===== src/rtl/ccm_pkg.sv =====
// Shared constants, register map and state encoding of the packet engine
`default_nettype none
package ccm_pkg;

	// ************************************************************
	// Register offsets (byte addresses on the APB side)
	// ************************************************************
	localparam logic [11:0] OFS_TASK_KS   = 12'h000;
	localparam logic [11:0] OFS_TASK_CR   = 12'h004;
	localparam logic [11:0] OFS_EV_KS     = 12'h100;
	localparam logic [11:0] OFS_EV_CR     = 12'h104;
	localparam logic [11:0] OFS_EV_ERR    = 12'h108;
	localparam logic [11:0] OFS_SHORTS    = 12'h200;
	localparam logic [11:0] OFS_RESULT    = 12'h400;
	localparam logic [11:0] OFS_ENABLE    = 12'h500;
	localparam logic [11:0] OFS_OPMODE    = 12'h504;
	localparam logic [11:0] OFS_CFG_PTR   = 12'h508;
	localparam logic [11:0] OFS_IN_PTR    = 12'h50C;
	localparam logic [11:0] OFS_OUT_PTR   = 12'h510;
	localparam logic [11:0] OFS_SCR_PTR   = 12'h514;

	// ************************************************************
	// Field positions and reset values
	// ************************************************************
	localparam int          OPM_DIR_BIT   = 0;
	localparam int          OPM_RATE_BIT  = 16;
	localparam int          OPM_LEN_BIT   = 24;
	localparam logic [31:0] OPMODE_RST    = 32'h00000001;
	localparam logic [1:0]  ENABLE_ON     = 2'h2;
	localparam logic [7:0]  LEN_MASK_5    = 8'h1F;
	localparam logic [7:0]  LEN_MASK_8    = 8'hFF;

	// ************************************************************
	// Configuration structure and packet layout
	// ************************************************************
	localparam int          CFG_BYTES     = 33;
	localparam int          KEY_BYTES     = 16;
	localparam int          CTR_OFS       = 16;
	localparam int          CTR_BYTES     = 5;
	localparam int          DIR_OFS       = 24;
	localparam int          IV_OFS        = 25;
	localparam int          IV_BYTES      = 8;
	localparam logic [7:0]  HDR_LAST      = 8'h02;
	localparam logic [31:0] PAY_OFS       = 32'h00000003;
	localparam logic [7:0]  MIC_BYTES     = 8'h04;
	localparam logic [7:0]  MIN_DEC_LEN   = 8'h05;
	localparam logic [7:0]  KS_LAST       = 8'h0F;
	localparam logic [3:0]  MIX_ROUNDS    = 4'hA;

	// ************************************************************
	// Sequencer states, Gray coded along the usual path
	// ************************************************************
	typedef enum logic [3:0] {
		S_IDLE   = 4'h0,
		S_CFG_RD = 4'h1,
		S_KS_RUN = 4'h3,
		S_KS_WR  = 4'h2,
		S_HDR_RD = 4'h6,
		S_HDR_WR = 4'h7,
		S_PAY_RD = 4'h5,
		S_PAY_WR = 4'h4,
		S_MIC    = 4'hC,
		S_BLK    = 4'hD
	} ccm_state_t;

endpackage : ccm_pkg
`default_nettype wire


===== src/rtl/ccm_cipher_if.sv =====
// Request and answer bundle between the sequencer and the block cipher
`timescale 1ns/1ps
`default_nettype none
interface ccm_cipher_if;
	logic         start;
	logic [127:0] key;
	logic [127:0] blk;
	logic         done;
	logic [127:0] res;

	modport eng  (output start, key, blk, input  done, res);
	modport core (input  start, key, blk, output done, res);
endinterface : ccm_cipher_if
`default_nettype wire


===== src/rtl/ccm_mix.sv =====
// Iterative keyed 128-bit block transform, one round per clock
`timescale 1ns/1ps
`default_nettype none
module ccm_mix
	import ccm_pkg::*;
(
	// Clock and reset
	input  wire logic  clk,
	input  wire logic  rst_n,
	// Sequencer side
	ccm_cipher_if.core cif
);

	logic [3:0]   cnt;
	logic [127:0] st;
	logic [127:0] rk;
	logic [127:0] t;
	logic [127:0] next_st;

	// One round: keyed add, rotate and a non-linear AND term
	always_comb begin
		t       = st + rk;
		next_st = {t[114:0], t[127:115]} ^ (t & {t[126:0], t[127]})
			^ {t[0], t[127:1]};
	end

	// Round counter; a start while busy restarts the block
	always_ff @(posedge clk or negedge rst_n) begin
		if (!rst_n) begin
			cnt      <= 4'h0;
			st       <= '0;
			rk       <= '0;
			cif.done <= 1'b0;
		end else begin
			cif.done <= 1'b0;
			if (cif.start) begin
				st  <= cif.blk ^ cif.key;
				rk  <= cif.key;
				cnt <= MIX_ROUNDS;
			end else if (cnt != 4'h0) begin
				st  <= next_st;
				rk  <= {rk[94:0], rk[127:95]}; // Cheap key schedule
				cnt <= cnt - 4'h1;
				if (cnt == 4'h1)
					cif.done <= 1'b1;
			end
		end
	end

	assign cif.res = st;

endmodule : ccm_mix
`default_nettype wire


===== src/rtl/ccm_packet_crypto.sv =====
// Packet engine top: APB registers, DMA sequencer, keystream and check code
//
// Chosen here: register access over APB and the register addresses.
`timescale 1ns/1ps
`default_nettype none
module ccm_packet_crypto
	import ccm_pkg::*;
(
	// Clock and reset
	input  wire logic        pclk,
	input  wire logic        presetn,
	// APB slave
	input  wire logic        psel,
	input  wire logic        penable,
	input  wire logic        pwrite,
	input  wire logic [11:0] paddr,
	input  wire logic [31:0] pwdata,
	output logic      [31:0] prdata,
	output logic             pready,
	output logic             pslverr,
	// Tasks and events
	input  wire logic        keystream_generate_task,
	input  wire logic        task_a,
	output logic             keystream_done_event,
	output logic             task_a_done_event,
	output logic             error_event,
	output logic             integrity_check_result,
	// DMA master, one byte per access
	output logic             dma_req,
	output logic             dma_we,
	output logic      [31:0] dma_addr,
	output logic      [7:0]  dma_wdata,
	input  wire logic [7:0]  dma_rdata,
	input  wire logic        dma_ack,
	input  wire logic        dma_err
);

	// ************************************************************
	// Declarations
	// ************************************************************
	ccm_state_t   state;
	ccm_cipher_if cif ();

	logic [1:0]   enable;
	logic [31:0]  opmode;
	logic         chain;
	logic [31:0]  config_struct_pointer;
	logic [31:0]  input_packet_pointer;
	logic [31:0]  output_packet_pointer;
	logic [31:0]  scratch_area_pointer;
	logic         ev_ks_flag;
	logic         ev_cr_flag;
	logic         ev_err_flag;

	logic [7:0]   cfg [CFG_BYTES];
	logic [7:0]   hdr [3];
	logic [7:0]   idx;
	logic [7:0]   blk_cnt;
	logic         blk_ok;
	logic [127:0] ks0;
	logic [127:0] ksb;
	logic [7:0]   obyte;
	logic [31:0]  mic;
	logic         fail;

	logic         wr_acc;
	logic         rd_setup;
	logic         go_ks;
	logic         go_cr;
	logic         dir;
	logic [7:0]   mask;
	logic [7:0]   fl;
	logic [7:0]   len_out;
	logic [7:0]   pay_len;
	logic         dec_bad;
	logic [7:0]   ks_byte;
	logic [7:0]   ptext;
	logic [31:0]  micw;
	logic [7:0]   mic_byte;
	logic         hdr_end;
	logic         mic_end;
	logic [127:0] key128;
	logic [127:0] nonce;
	logic [31:0]  idx32;
	logic [31:0]  pay32;

	// ************************************************************
	// APB access decode; zero wait states
	// ************************************************************
	assign pready   = 1'b1;
	assign wr_acc   = psel && penable && pwrite;
	assign rd_setup = psel && !penable;

	// Settings registers; a disable never clears them
	always_ff @(posedge pclk or negedge presetn) begin
		if (!presetn) begin
			enable                <= 2'h0;
			opmode                <= OPMODE_RST;
			chain                 <= 1'b0;
			config_struct_pointer <= '0;
			input_packet_pointer  <= '0;
			output_packet_pointer <= '0;
			scratch_area_pointer  <= '0;
		end else if (wr_acc) begin
			case (paddr)
				OFS_ENABLE:  enable                <= pwdata[1:0];
				OFS_OPMODE:  opmode                <= pwdata;
				OFS_SHORTS:  chain                 <= pwdata[0];
				OFS_CFG_PTR: config_struct_pointer <= pwdata;
				OFS_IN_PTR:  input_packet_pointer  <= pwdata;
				OFS_OUT_PTR: output_packet_pointer <= pwdata;
				OFS_SCR_PTR: scratch_area_pointer  <= pwdata;
				default: ;
			endcase
		end
	end

	// Sticky event flags; a new event beats a clearing write
	always_ff @(posedge pclk or negedge presetn) begin
		if (!presetn) begin
			ev_ks_flag  <= 1'b0;
			ev_cr_flag  <= 1'b0;
			ev_err_flag <= 1'b0;
		end else begin
			if (keystream_done_event)
				ev_ks_flag <= 1'b1;
			else if (wr_acc && paddr == OFS_EV_KS)
				ev_ks_flag <= pwdata[0];
			if (task_a_done_event)
				ev_cr_flag <= 1'b1;
			else if (wr_acc && paddr == OFS_EV_CR)
				ev_cr_flag <= pwdata[0];
			if (error_event)
				ev_err_flag <= 1'b1;
			else if (wr_acc && paddr == OFS_EV_ERR)
				ev_err_flag <= pwdata[0];
		end
	end

	// Read data captured in the setup phase, so it is a flop output
	always_ff @(posedge pclk or negedge presetn) begin
		if (!presetn) begin
			prdata  <= '0;
			pslverr <= 1'b0;
		end else if (rd_setup) begin
			pslverr <= 1'b0;
			prdata  <= '0;
			case (paddr)
				OFS_TASK_KS, OFS_TASK_CR: prdata <= '0;
				OFS_EV_KS:   prdata <= {31'h0, ev_ks_flag};
				OFS_EV_CR:   prdata <= {31'h0, ev_cr_flag};
				OFS_EV_ERR:  prdata <= {31'h0, ev_err_flag};
				OFS_SHORTS:  prdata <= {31'h0, chain};
				OFS_RESULT:  prdata <= {31'h0, integrity_check_result};
				OFS_ENABLE:  prdata <= {30'h0, enable};
				OFS_OPMODE:  prdata <= opmode;
				OFS_CFG_PTR: prdata <= config_struct_pointer;
				OFS_IN_PTR:  prdata <= input_packet_pointer;
				OFS_OUT_PTR: prdata <= output_packet_pointer;
				OFS_SCR_PTR: prdata <= scratch_area_pointer;
				default:     pslverr <= 1'b1;
			endcase
		end
	end

	// ************************************************************
	// Task triggers and packet arithmetic
	// ************************************************************
	// Tasks from pins or register writes; ignored when disabled or busy
	assign go_ks = enable == ENABLE_ON && (keystream_generate_task
		|| (wr_acc && paddr == OFS_TASK_KS && pwdata[0]));
	assign go_cr = enable == ENABLE_ON && (task_a
		|| (wr_acc && paddr == OFS_TASK_CR && pwdata[0]));

	assign dir  = opmode[OPM_DIR_BIT];
	assign mask = opmode[OPM_LEN_BIT] ? LEN_MASK_8 : LEN_MASK_5;
	assign fl   = hdr[1] & mask;

	// Length adjust keeps bits outside the length field
	always_comb begin
		dec_bad = dir && fl != 8'h00 && fl < MIN_DEC_LEN;
		if (fl == 8'h00 || dec_bad) begin
			pay_len = 8'h00;
			len_out = hdr[1];
		end else if (dir) begin
			pay_len = fl - MIC_BYTES;
			len_out = (hdr[1] & ~mask) | ((fl - MIC_BYTES) & mask);
		end else begin
			pay_len = fl;
			len_out = (hdr[1] & ~mask) | ((fl + MIC_BYTES) & mask);
		end
	end

	// Key and nonce from the configuration structure
	always_comb begin
		key128 = '0;
		nonce  = '0;
		for (int i = 0; i < KEY_BYTES; i++)
			key128[i*8 +: 8] = cfg[i];
		for (int i = 0; i < CTR_BYTES; i++)
			nonce[i*8 +: 8] = cfg[CTR_OFS+i];
		nonce[39] = 1'b0;                  // Top counter bit is ignored
		nonce[40] = cfg[DIR_OFS][0];
		for (int i = 0; i < IV_BYTES; i++)
			nonce[48+i*8 +: 8] = cfg[IV_OFS+i];
		nonce[127:120] = blk_cnt;          // Block number of keystream
	end

	assign cif.key   = key128;
	assign cif.blk   = nonce;
	assign ks_byte   = ksb[idx[3:0]*8 +: 8];
	assign ptext     = dir ? (dma_rdata ^ ks_byte) : dma_rdata;
	assign micw      = mic ^ ks0[31:0];
	assign mic_byte  = micw[idx[1:0]*8 +: 8];
	assign idx32     = {24'h0, idx};
	assign pay32     = {24'h0, pay_len};
	assign hdr_end   = state == S_HDR_WR && dma_ack && idx == HDR_LAST
		&& pay_len == 8'h00;
	assign mic_end   = state == S_MIC && dma_ack
		&& idx == MIC_BYTES - 8'h01;

	ccm_mix u_mix (
		.clk   (pclk),
		.rst_n (presetn),
		.cif   (cif)
	);

	// ************************************************************
	// DMA request steering; held until acknowledged
	// ************************************************************
	always_comb begin
		dma_req   = 1'b0;
		dma_we    = 1'b0;
		dma_addr  = '0;
		dma_wdata = '0;
		case (state)
			S_CFG_RD: begin
				dma_req  = 1'b1;
				dma_addr = config_struct_pointer + idx32;
			end
			S_KS_WR: begin
				dma_req   = 1'b1;
				dma_we    = 1'b1;
				dma_addr  = scratch_area_pointer + idx32;
				dma_wdata = ks0[idx[3:0]*8 +: 8];
			end
			S_HDR_RD: begin
				dma_req  = 1'b1;
				dma_addr = input_packet_pointer + idx32;
			end
			S_HDR_WR: begin
				dma_req   = 1'b1;
				dma_we    = 1'b1;
				dma_addr  = output_packet_pointer + idx32;
				dma_wdata = idx == 8'h01 ? len_out : hdr[idx[1:0]];
			end
			S_PAY_RD: begin
				dma_req  = !(idx[3:0] == 4'h0 && !blk_ok);
				dma_addr = input_packet_pointer + PAY_OFS + idx32;
			end
			S_PAY_WR: begin
				dma_req   = 1'b1;
				dma_we    = 1'b1;
				dma_addr  = output_packet_pointer + PAY_OFS + idx32;
				dma_wdata = obyte;
			end
			S_MIC: begin
				// Encrypt appends the code, decrypt reads it back
				dma_req   = 1'b1;
				dma_we    = !dir;
				dma_addr  = (dir ? input_packet_pointer
					: output_packet_pointer) + PAY_OFS + pay32 + idx32;
				dma_wdata = mic_byte;
			end
			default: ;
		endcase
	end

	// Configuration bytes, no reset; loaded only by a keystream task, so a task_a run first uses unloaded cfg
	always_ff @(posedge pclk) begin
		if (state == S_CFG_RD && dma_ack)
			cfg[idx[5:0]] <= dma_rdata;
		if (state == S_HDR_RD && dma_ack)
			hdr[idx[1:0]] <= dma_rdata;
	end

	// ************************************************************
	// Sequencer
	// ************************************************************
	always_ff @(posedge pclk or negedge presetn) begin
		if (!presetn) begin
			state                <= S_IDLE;
			idx                  <= '0;
			blk_cnt              <= '0;
			blk_ok               <= 1'b0;
			ks0                  <= '0;
			ksb                  <= '0;
			obyte                <= '0;
			cif.start            <= 1'b0;
			keystream_done_event <= 1'b0;
			task_a_done_event     <= 1'b0;
			error_event          <= 1'b0;
		end else begin
			cif.start            <= 1'b0;
			keystream_done_event <= 1'b0;
			task_a_done_event     <= hdr_end || mic_end;
			error_event          <= 1'b0;
			if (dma_req && dma_err) begin
				state       <= S_IDLE;
				error_event <= 1'b1;
			end else begin
				case (state)
					S_IDLE: begin
						idx <= 8'h00;
						if (go_ks)
							state <= S_CFG_RD;
						else if (go_cr)
							state <= S_HDR_RD;
						blk_cnt <= 8'h00;
					end
					S_CFG_RD: if (dma_ack) begin
						idx <= idx + 8'h01;
						if (idx == 8'(CFG_BYTES - 1)) begin
							state     <= S_KS_RUN;
							cif.start <= 1'b1;
						end
					end
					S_KS_RUN: if (cif.done) begin
						ks0   <= cif.res;
						idx   <= 8'h00;
						state <= S_KS_WR;
					end
					S_KS_WR: if (dma_ack) begin
						idx <= idx + 8'h01;
						if (idx == KS_LAST) begin
							keystream_done_event <= 1'b1;
							idx   <= 8'h00;
							// Chained task_a starts at once
							state <= chain ? S_HDR_RD : S_IDLE;
						end
					end
					S_HDR_RD: if (dma_ack) begin
						idx <= idx + 8'h01;
						if (idx == HDR_LAST) begin
							idx   <= 8'h00;
							state <= S_HDR_WR;
						end
					end
					S_HDR_WR: if (dma_ack) begin
						idx <= idx + 8'h01;
						if (idx == HDR_LAST) begin
							idx    <= 8'h00;
							blk_ok <= 1'b0;
							state  <= pay_len == 8'h00 ? S_IDLE : S_PAY_RD;
						end
					end
					S_PAY_RD: begin
						if (idx[3:0] == 4'h0 && !blk_ok) begin
							// Next keystream block on each 16-byte edge
							blk_cnt   <= blk_cnt + 8'h01;
							cif.start <= 1'b1;
							state     <= S_BLK;
						end else if (dma_ack) begin
							obyte <= dma_rdata ^ ks_byte;
							state <= S_PAY_WR;
						end
					end
					S_BLK: if (cif.done) begin
						ksb    <= cif.res;
						blk_ok <= 1'b1;
						state  <= S_PAY_RD;
					end
					S_PAY_WR: if (dma_ack) begin
						idx   <= idx + 8'h01;
						state <= S_PAY_RD;
						if (idx[3:0] == 4'hF)
							blk_ok <= 1'b0;
						if (idx == pay_len - 8'h01) begin
							idx   <= 8'h00;
							state <= S_MIC;
						end
					end
					S_MIC: if (dma_ack) begin
						idx <= idx + 8'h01;
						if (idx == MIC_BYTES - 8'h01)
							state <= S_IDLE;
					end
					default: state <= S_IDLE;
				endcase
			end
		end
	end

	// ************************************************************
	// Integrity code and check result
	// ************************************************************
	// Code runs over plaintext; result held until next decrypt
	always_ff @(posedge pclk or negedge presetn) begin
		if (!presetn) begin
			mic                    <= '0;
			fail                   <= 1'b0;
			integrity_check_result <= 1'b0;
		end else begin
			if (state == S_HDR_WR) begin
				mic  <= '0;
				fail <= 1'b0;
			end
			if (state == S_PAY_RD && dma_ack && blk_ok)
				mic <= {mic[30:0], mic[31]} ^ {24'h0, ptext}
					^ key128[31:0];
			if (state == S_MIC && dma_ack && dir
				&& dma_rdata != mic_byte)
				fail <= 1'b1;
			if (hdr_end && dir)
				integrity_check_result <= !dec_bad;
			else if (mic_end && dir)
				integrity_check_result <= !(fail
					|| dma_rdata != mic_byte);
		end
	end

endmodule : ccm_packet_crypto
`default_nettype wire


===== config.mk =====
export PLATFORM = sky130hd
export DESIGN_NAME = ccm_packet_crypto
export DESIGN_NICKNAME = d
export VERILOG_FILES = /design/src/rtl/ccm_pkg.sv /design/src/rtl/ccm_cipher_if.sv /design/src/rtl/ccm_mix.sv /design/src/rtl/ccm_packet_crypto.sv
export SDC_FILE = /design/constraint.sdc
export NUM_CORES = 2
export LEC_CHECK = 0
export BUFFER_PORTS_ARGS = -buffer_cell sky130_fd_sc_hd__buf_2
export CAP_MARGIN = 20
export CORE_AREA = 3 3 403 405
export DETAILED_ROUTE_END_ITERATION = 6
export DIE_AREA = 0 0 406 408
export RECOVER_POWER = 50
export SLEW_MARGIN = 10
export SYNTH_ARGS = -nofsm -noshare
export SYNTH_HDL_FRONTEND = slang
export SYNTH_HIERARCHICAL = 1
export SYNTH_SLANG_ARGS = --single-unit

===== constraint.sdc =====
create_clock -name pclk -period 6 [get_ports pclk]
set_input_delay 0.6 -clock pclk [delete_from_list [all_inputs] [get_ports pclk]]
set_output_delay 0.6 -clock pclk [all_outputs]
set_load 0.01 [all_outputs]

# Yosys cells after proc, flatten, opt, wreduce, memory -nomap -nowiden
# Memories as Yosys holds them, arrays and structs flattened.
# Cells that the tools add are included.
# totals
regBits	783
ramBits	288
in_bits	61
out_inout_bits	80
wordCells	291
memories	2
# op_classes
add_sub_neg	18
magnitude_cmp	1
n_eq_ne	56
shift	3
muxes	88
bitwise	17
reduce_logical	76
# memory_table
name	words	word_bits	read_ports	rd_ports_with_merged_regs	write_ports	line_no	text
cfg	33	8	30	0	1	ccm_packet_crypto.sv:55	logic [7:0] cfg [CFG_BYTES];
hdr	3	8	2	0	1	ccm_packet_crypto.sv:56	logic [7:0] hdr [3];
# op_table
operator	count
$mux 128	4
$xor 128x128->128	3
$pmux 32 s11	1
$add 32x8->32	8
$shiftx 128x8->8	2
$pmux 32 s7	1
$add 128x128->128	1
$and 128x128->128	1
$mux 8	16
$add 32x2->32 const B	3
$mux 32	3
$eq 12x11->1 const B	7
$mux 4	21
$xor 32x32->32	2
$pmux 8 s6	1
$pmux 4 s10	1
$eq 12x9->1 const B	3
$and 8x8->8	4
$mux 1	32
$pmux 8 s4	1
$shiftx 32x6->8	1
$xor 32x8->32	1
$logic_and 1x1->1	29
$ne 3x2->1 const B	7
51 further kinds	106

# Depth between registers and ports, before layout
# depth
ltp_word	13
depth_mapped	23
depth_no_buf	21

# Modules after synthesis
# Netlist, hierarchy kept.
# by_module_without_submodules
mod	instances	cells_per_inst	area_each_um2	seq_area_each_um2
ccm_packet_crypto	1	3304	38994.9	20751.2
ccm_mix	1	3057	24552.3	6531.3

# Least setup slack after synthesis
# No wires, ideal clock.
# synth_path
path_type	reg-to-output
from	reg opmode[0]
to	out dma_addr[17]
arrival_ns	5.789
t_required_ns	5.400
slack_ns	-0.389
path_stages_with_launch	23
n_path_buf	7
cell_sequence	dfstp_2 buf_4 clkbuf_1 clkbuf_1 buf_1 buf_2 clkbuf_1 clkbuf_1 mux2i_1 fa_1 inv_1 ha_1 ha_1 a21o_1 a21oi_1 o21bai_1 a21oi_1 o21a_1 nor3_1 nand2_1 xor2_1 mux2i_1 a221o_1
# synth_between
elab_chain_len	7
word_cells_on_any_way	10
classes_between	3 x add/sub; 4 x mux; 3 x reduce/logical
# synth_rtl
element	line_no	text
start, declared	ccm_packet_crypto.sv:45	logic [31:0] opmode;
start signal, assigned	ccm_packet_crypto.sv:107	OFS_OPMODE: opmode <= pwdata;
branches (longest 4 deep; another with $add 32x2->32)	-	
$add 32x8->32 * (2 in a row)	ccm_packet_crypto.sv:272	: output_packet_pointer) + PAY_OFS + pay32 + idx32;
$pmux 32 s7 *	ccm_packet_crypto.sv:236	case (state)
end, declared	ccm_packet_crypto.sv:31	output logic [31:0] dma_addr,
# Every way passes the cells marked *.

==> run summary <==
Max-cap violations in this run came to 16. The leading register cell type out of synthesis was sky130_fd_sc_hd__dfrtp_1. Tracing the worst setup path back leads to its startpoint at hdr[1][3].

The total number of clock tree sinks is 1039. The count of fill cells added during filler insertion was 15100; the post-DP HPWL was 208000 um. The kind of path behind the tightest hold check is in -> reg. In this run the cell area of the synthesized design comes to 63500 um^2.

Initial antenna violation count: 22. For the number of buffers inserted during clock tree synthesis, the log shows 112. 141 I/O pins were placed.

The fraction of final layout cells sized beyond drive strength 1 was 0.173; the largest driver fanout on the critical path was 4. For this design the ratio of total power to cell area is 672 nW/um^2. The finished cells cover 71700 um^2. The floorplan die height was 408 um. The first detailed-routing pass ran for 7 iterations. The sequential fraction of the synthesis area came out at 0.429.

Timing would allow up to 0.166 GHz. The slew at the pin closest to its max-slew limit was 4.49 ns. The clock latency reported for the late side of the worst-skew pair came out at 0.77 ns. The worst setup skew after layout is 0.0483 ns, and the number of buffers added on ports is 139. The average footprint of a synthesized cell was 9.99 um^2.

The multi-input gate area in the final layout is 34900 um^2. The async set-reset flop share out of synthesis is 0.754. The mean routed wirelength per cell works out to 31.8 um. The number of enable-type register cells in the synthesized netlist works out to 256.

The run finished, with violations left. The clock tree synthesis step divided the H-tree into 3 levels. At the end of routability-driven placement, the weighted congestion stood at 0.996. The sequential cell area was 27300 um^2; the post-synthesis register bit count was 1039. The tools report the static leakage power as 30.2 nW. The relative contribution of sequential cells to total power is 0.238. The tools report the worst-case clock buffer depth as 3. TritonCTS built the clock tree. Worst flop-to-flop path startpoint: u_mix/cif.res[3]. The proportion of netlist area held by the largest area contributor was 0.308. STA classifies the critical path endpoint as an output port. Number of vias per cell after detailed routing: 6.22. Switching share of power: 0.495. The final clock period utilization by the worst path was 1.00. The tightest hold path in the finished design has a slack of 0.117 ns.

The worst-case IR drop observed on VDD is 0.000360 V. In this run the horizontal extent of the chip is 406 um. The final route contains 53900 vias. The checks that failed: DRC, capacitance limit, slew limit, setup timing.

Walking the worst path, the cells encountered are inv_2, ha_1, or3b_4, a211oi_4, nand2_2, nand2_2, ha_4, fa_1, inv_2, ha_4, fa_2, a21o_1, a21oi_2, o21bai_1, a21oi_2, o21a_2, nor3_4, buf_6, nand3_2, xor2_1, mux2i_1, a221o_1, buf_6. The clock-pin slew of the registers on the worst-case setup and hold paths came out at 0.06 ns. The logs give -2.00 for the headroom to the max-slew limit and 6261 for the number of DRC markers in iteration 0. The power share of the combinational group is 0.608, and the final total power is 48.2 mW. The die area was 166000 um^2; the pin count of the biggest net entering global routing was 213.

The cell type with the largest total area after synthesis was sky130_fd_sc_hd__dfrtp_1. At the end of the flow, the number of nets in the layout was 6753. The final-report setup violation count is 3.

Setup repair after global routing could not meet its margin everywhere. The count of final max-slew check failures was 419; the endpoint required time on the critical path was 5.40 ns. The cell total after placement was 8394; the effective utilization at floorplan was 0.400. Launching element type of the critical path: a register. Summed over all layers, the global routing overflow is 0. Counting I/O delays and the setup requirement, the final critical path takes 6.02 ns. The floorplan step defined a core boundary enclosing 159000 um^2. After detailed placement, the total cell area comes to 67100 um^2.

The run gives 146 as the standard-cell row count. Cell internal power was estimated by the tool at 24.4 mW. The clock share of power was 0.155; the largest stage delay on the critical path was 0.44 ns.

The synthesized instance count is 6361, and the worst-case setup margin in the final layout is -0.0232 ns. The critical path is of the reg -> out type. The critical path's slowest cell was sky130_fd_sc_hd__fa_1.

The first-pass GRT wire length is 388000 um. Setup total negative slack on the finished layout was measured at -0.0418 ns. The cell sitting at the root of the clock tree is a sky130_fd_sc_hd__clkbuf_16.

Once layout is complete, the cells apart from fillers number 8659. The number of global-route vias before repair was 51800. Counting distinct cell types in the post-synthesis netlist gives 123. The net switching power of the design was 23.9 mW. The critical path data arrival time is 5.42 ns. The hold path startpoint was pwdata[29].

Number of hold-slack violations in the final timing report: 0. For the post-detailed-route DRC marker count, the log shows 5. Ranked by total cell area, the synthesized netlist is headed by sky130_fd_sc_hd__dfrtp_1 31%, sky130_fd_sc_hd__edfxtp_1 12%, sky130_fd_sc_hd__mux2_2 7.6%. The global-route usage over all layers is 0.324.

From synthesis to final layout, the design area changed by 12.8%. The count of warnings emitted by yosys came out at 6. The number of nets with antenna violations after routing was 0; the final routed wirelength across all metal layers was 276000 um.
-- cells by family (layout without fill, tap and decap cells) --
family / count (synthesis) / count (layout) / synth area share
compound gates: 1583 / 1583 / 0.160
buf+inv: 499 / 700 / 0.0321
mux: 653 / 653 / 0.113
fa+ha+maj: 214 / 214 / 0.0436
xor+xnor: 734 / 734 / 0.102
simple gates: 1637 / 1637 / 0.119
flops: 1039 / 1039 / 0.429
other cells: 2 / 27 / 0.000118
-- routing by layer --
metal / vias up / routed length [um] / GRT usage
met5: - / 27 / 0
met4: 4 / 21100 / 0.201
met3: 611 / 20600 / 0.0489
met2: 2675 / 125000 / 0.512
met1: 27200 / 109000 / 0.417
li1: 23400 / - / -
-- cell usage in the layout, fill, tap and decap left out, types with 128 or more instances in the layout --
cell type                  netlist  layout
sky130_fd_sc_hd__o21ai_0       406     402
sky130_fd_sc_hd__mux2_2        429     429
sky130_fd_sc_hd__ha_1          202     187
sky130_fd_sc_hd__nand3_1       135     128
sky130_fd_sc_hd__nor2_1        415     407
sky130_fd_sc_hd__a21oi_1       429     422
sky130_fd_sc_hd__buf_4           8     205
sky130_fd_sc_hd__xnor2_1       505     503
sky130_fd_sc_hd__xor2_1        221     220
sky130_fd_sc_hd__nand2_1       623     615
sky130_fd_sc_hd__edfxtp_1      256     256
sky130_fd_sc_hd__dfrtp_1       782     775
sky130_fd_sc_hd__mux2i_1       214     213
-- state kept, by name (all words and copies together) (netlist names), 24 cells and up --
register,flops
prdata,32
input_packet_pointer,32
u_mix/cif.res,128
scratch_area_pointer,32
output_packet_pointer,32
opmode,32
mic,32
config_struct_pointer,32
ksb,128
ks0,128
cfg,232
hdr,24
u_mix/rk,128
-- final timing paths --
kind | slack [ns] | endpoint | depth (start not counted)
worst max-delay path | -0.02 | dma_addr[21] | 23
worst min-delay path | 0.12 | input_packet_pointer[29] | 3
worst max register to register | 0.63 | u_mix/cif.res[127] | 17
worst min register to register | 0.49 | fail | 2
max in group asynchronous | 0.55 | u_mix/rk[42] | 3
min in group asynchronous | 2.16 | prdata[4] | 2
-- per-stage QoR --
step                       util  setup WS (ns)
after global routing      0.452         -0.278
after floorplan               -         0.0395
after global placement    0.422          0.238
final                     0.452        -0.0232
after CTS                 0.450        -0.0994
after detailed placement  0.422          0.271
-- power groups by stage --
stage / logic (mW) / clock network, mW / registers [mW]
global placement: 28.2 / 0 / 11.4
global route: 31.2 / 7.80 / 11.4
floorplan: 19.8 / 0 / 9.68
finish: 29.3 / 7.46 / 11.5
detailed placement: 28.4 / 0 / 11.4
CTS: 28.6 / 7.55 / 11.3
-- cell type report --
cell class	instances	area share
clock inverters	63	0.0108
inverters	105	0.00553
multi-input cells	4838	0.486
diodes	10	0.000349
clock buffers	150	0.0438
repair buffers	382	0.0363
flip-flops and latches	1039	0.381
well taps	2072	0.0362
-- synth_stat cells, drive strengths merged (73+ instances only) --
cell    count
mux2i     214
buf       113
a22oi     119
dfrtp     782
nand2     624
a21oi     433
ha        202
a211oi     73
xor2      224
inv       104
nor3      119
nand3     138
nand4      91
xnor2     509
clkbuf    281
mux2      429
o21ai     444
nor2      418
edfxtp    256
-- worst max-delay path: cells and delay by family (launching register included) --
kind	cells	cell delay (ns)
DFF	1	0.41
xor gates and xnor gates	1	0.17
buffers and inverters	4	0.46
and+or+nand+nor	5	1.11
muxes	1	0.10
adders and majority gates	5	1.10
AOI/OAI and AO/OA	7	1.29
-- timing repair --
action                                  CTS  global route
endpoints found under the setup margin   23            24
hold buffers                              1             0
buffers inserted                         22            15
endpoints found under the hold margin    74             0
pin swaps                                27            37
resized for setup                        48            65
Power figures use the tool's default switching activity.
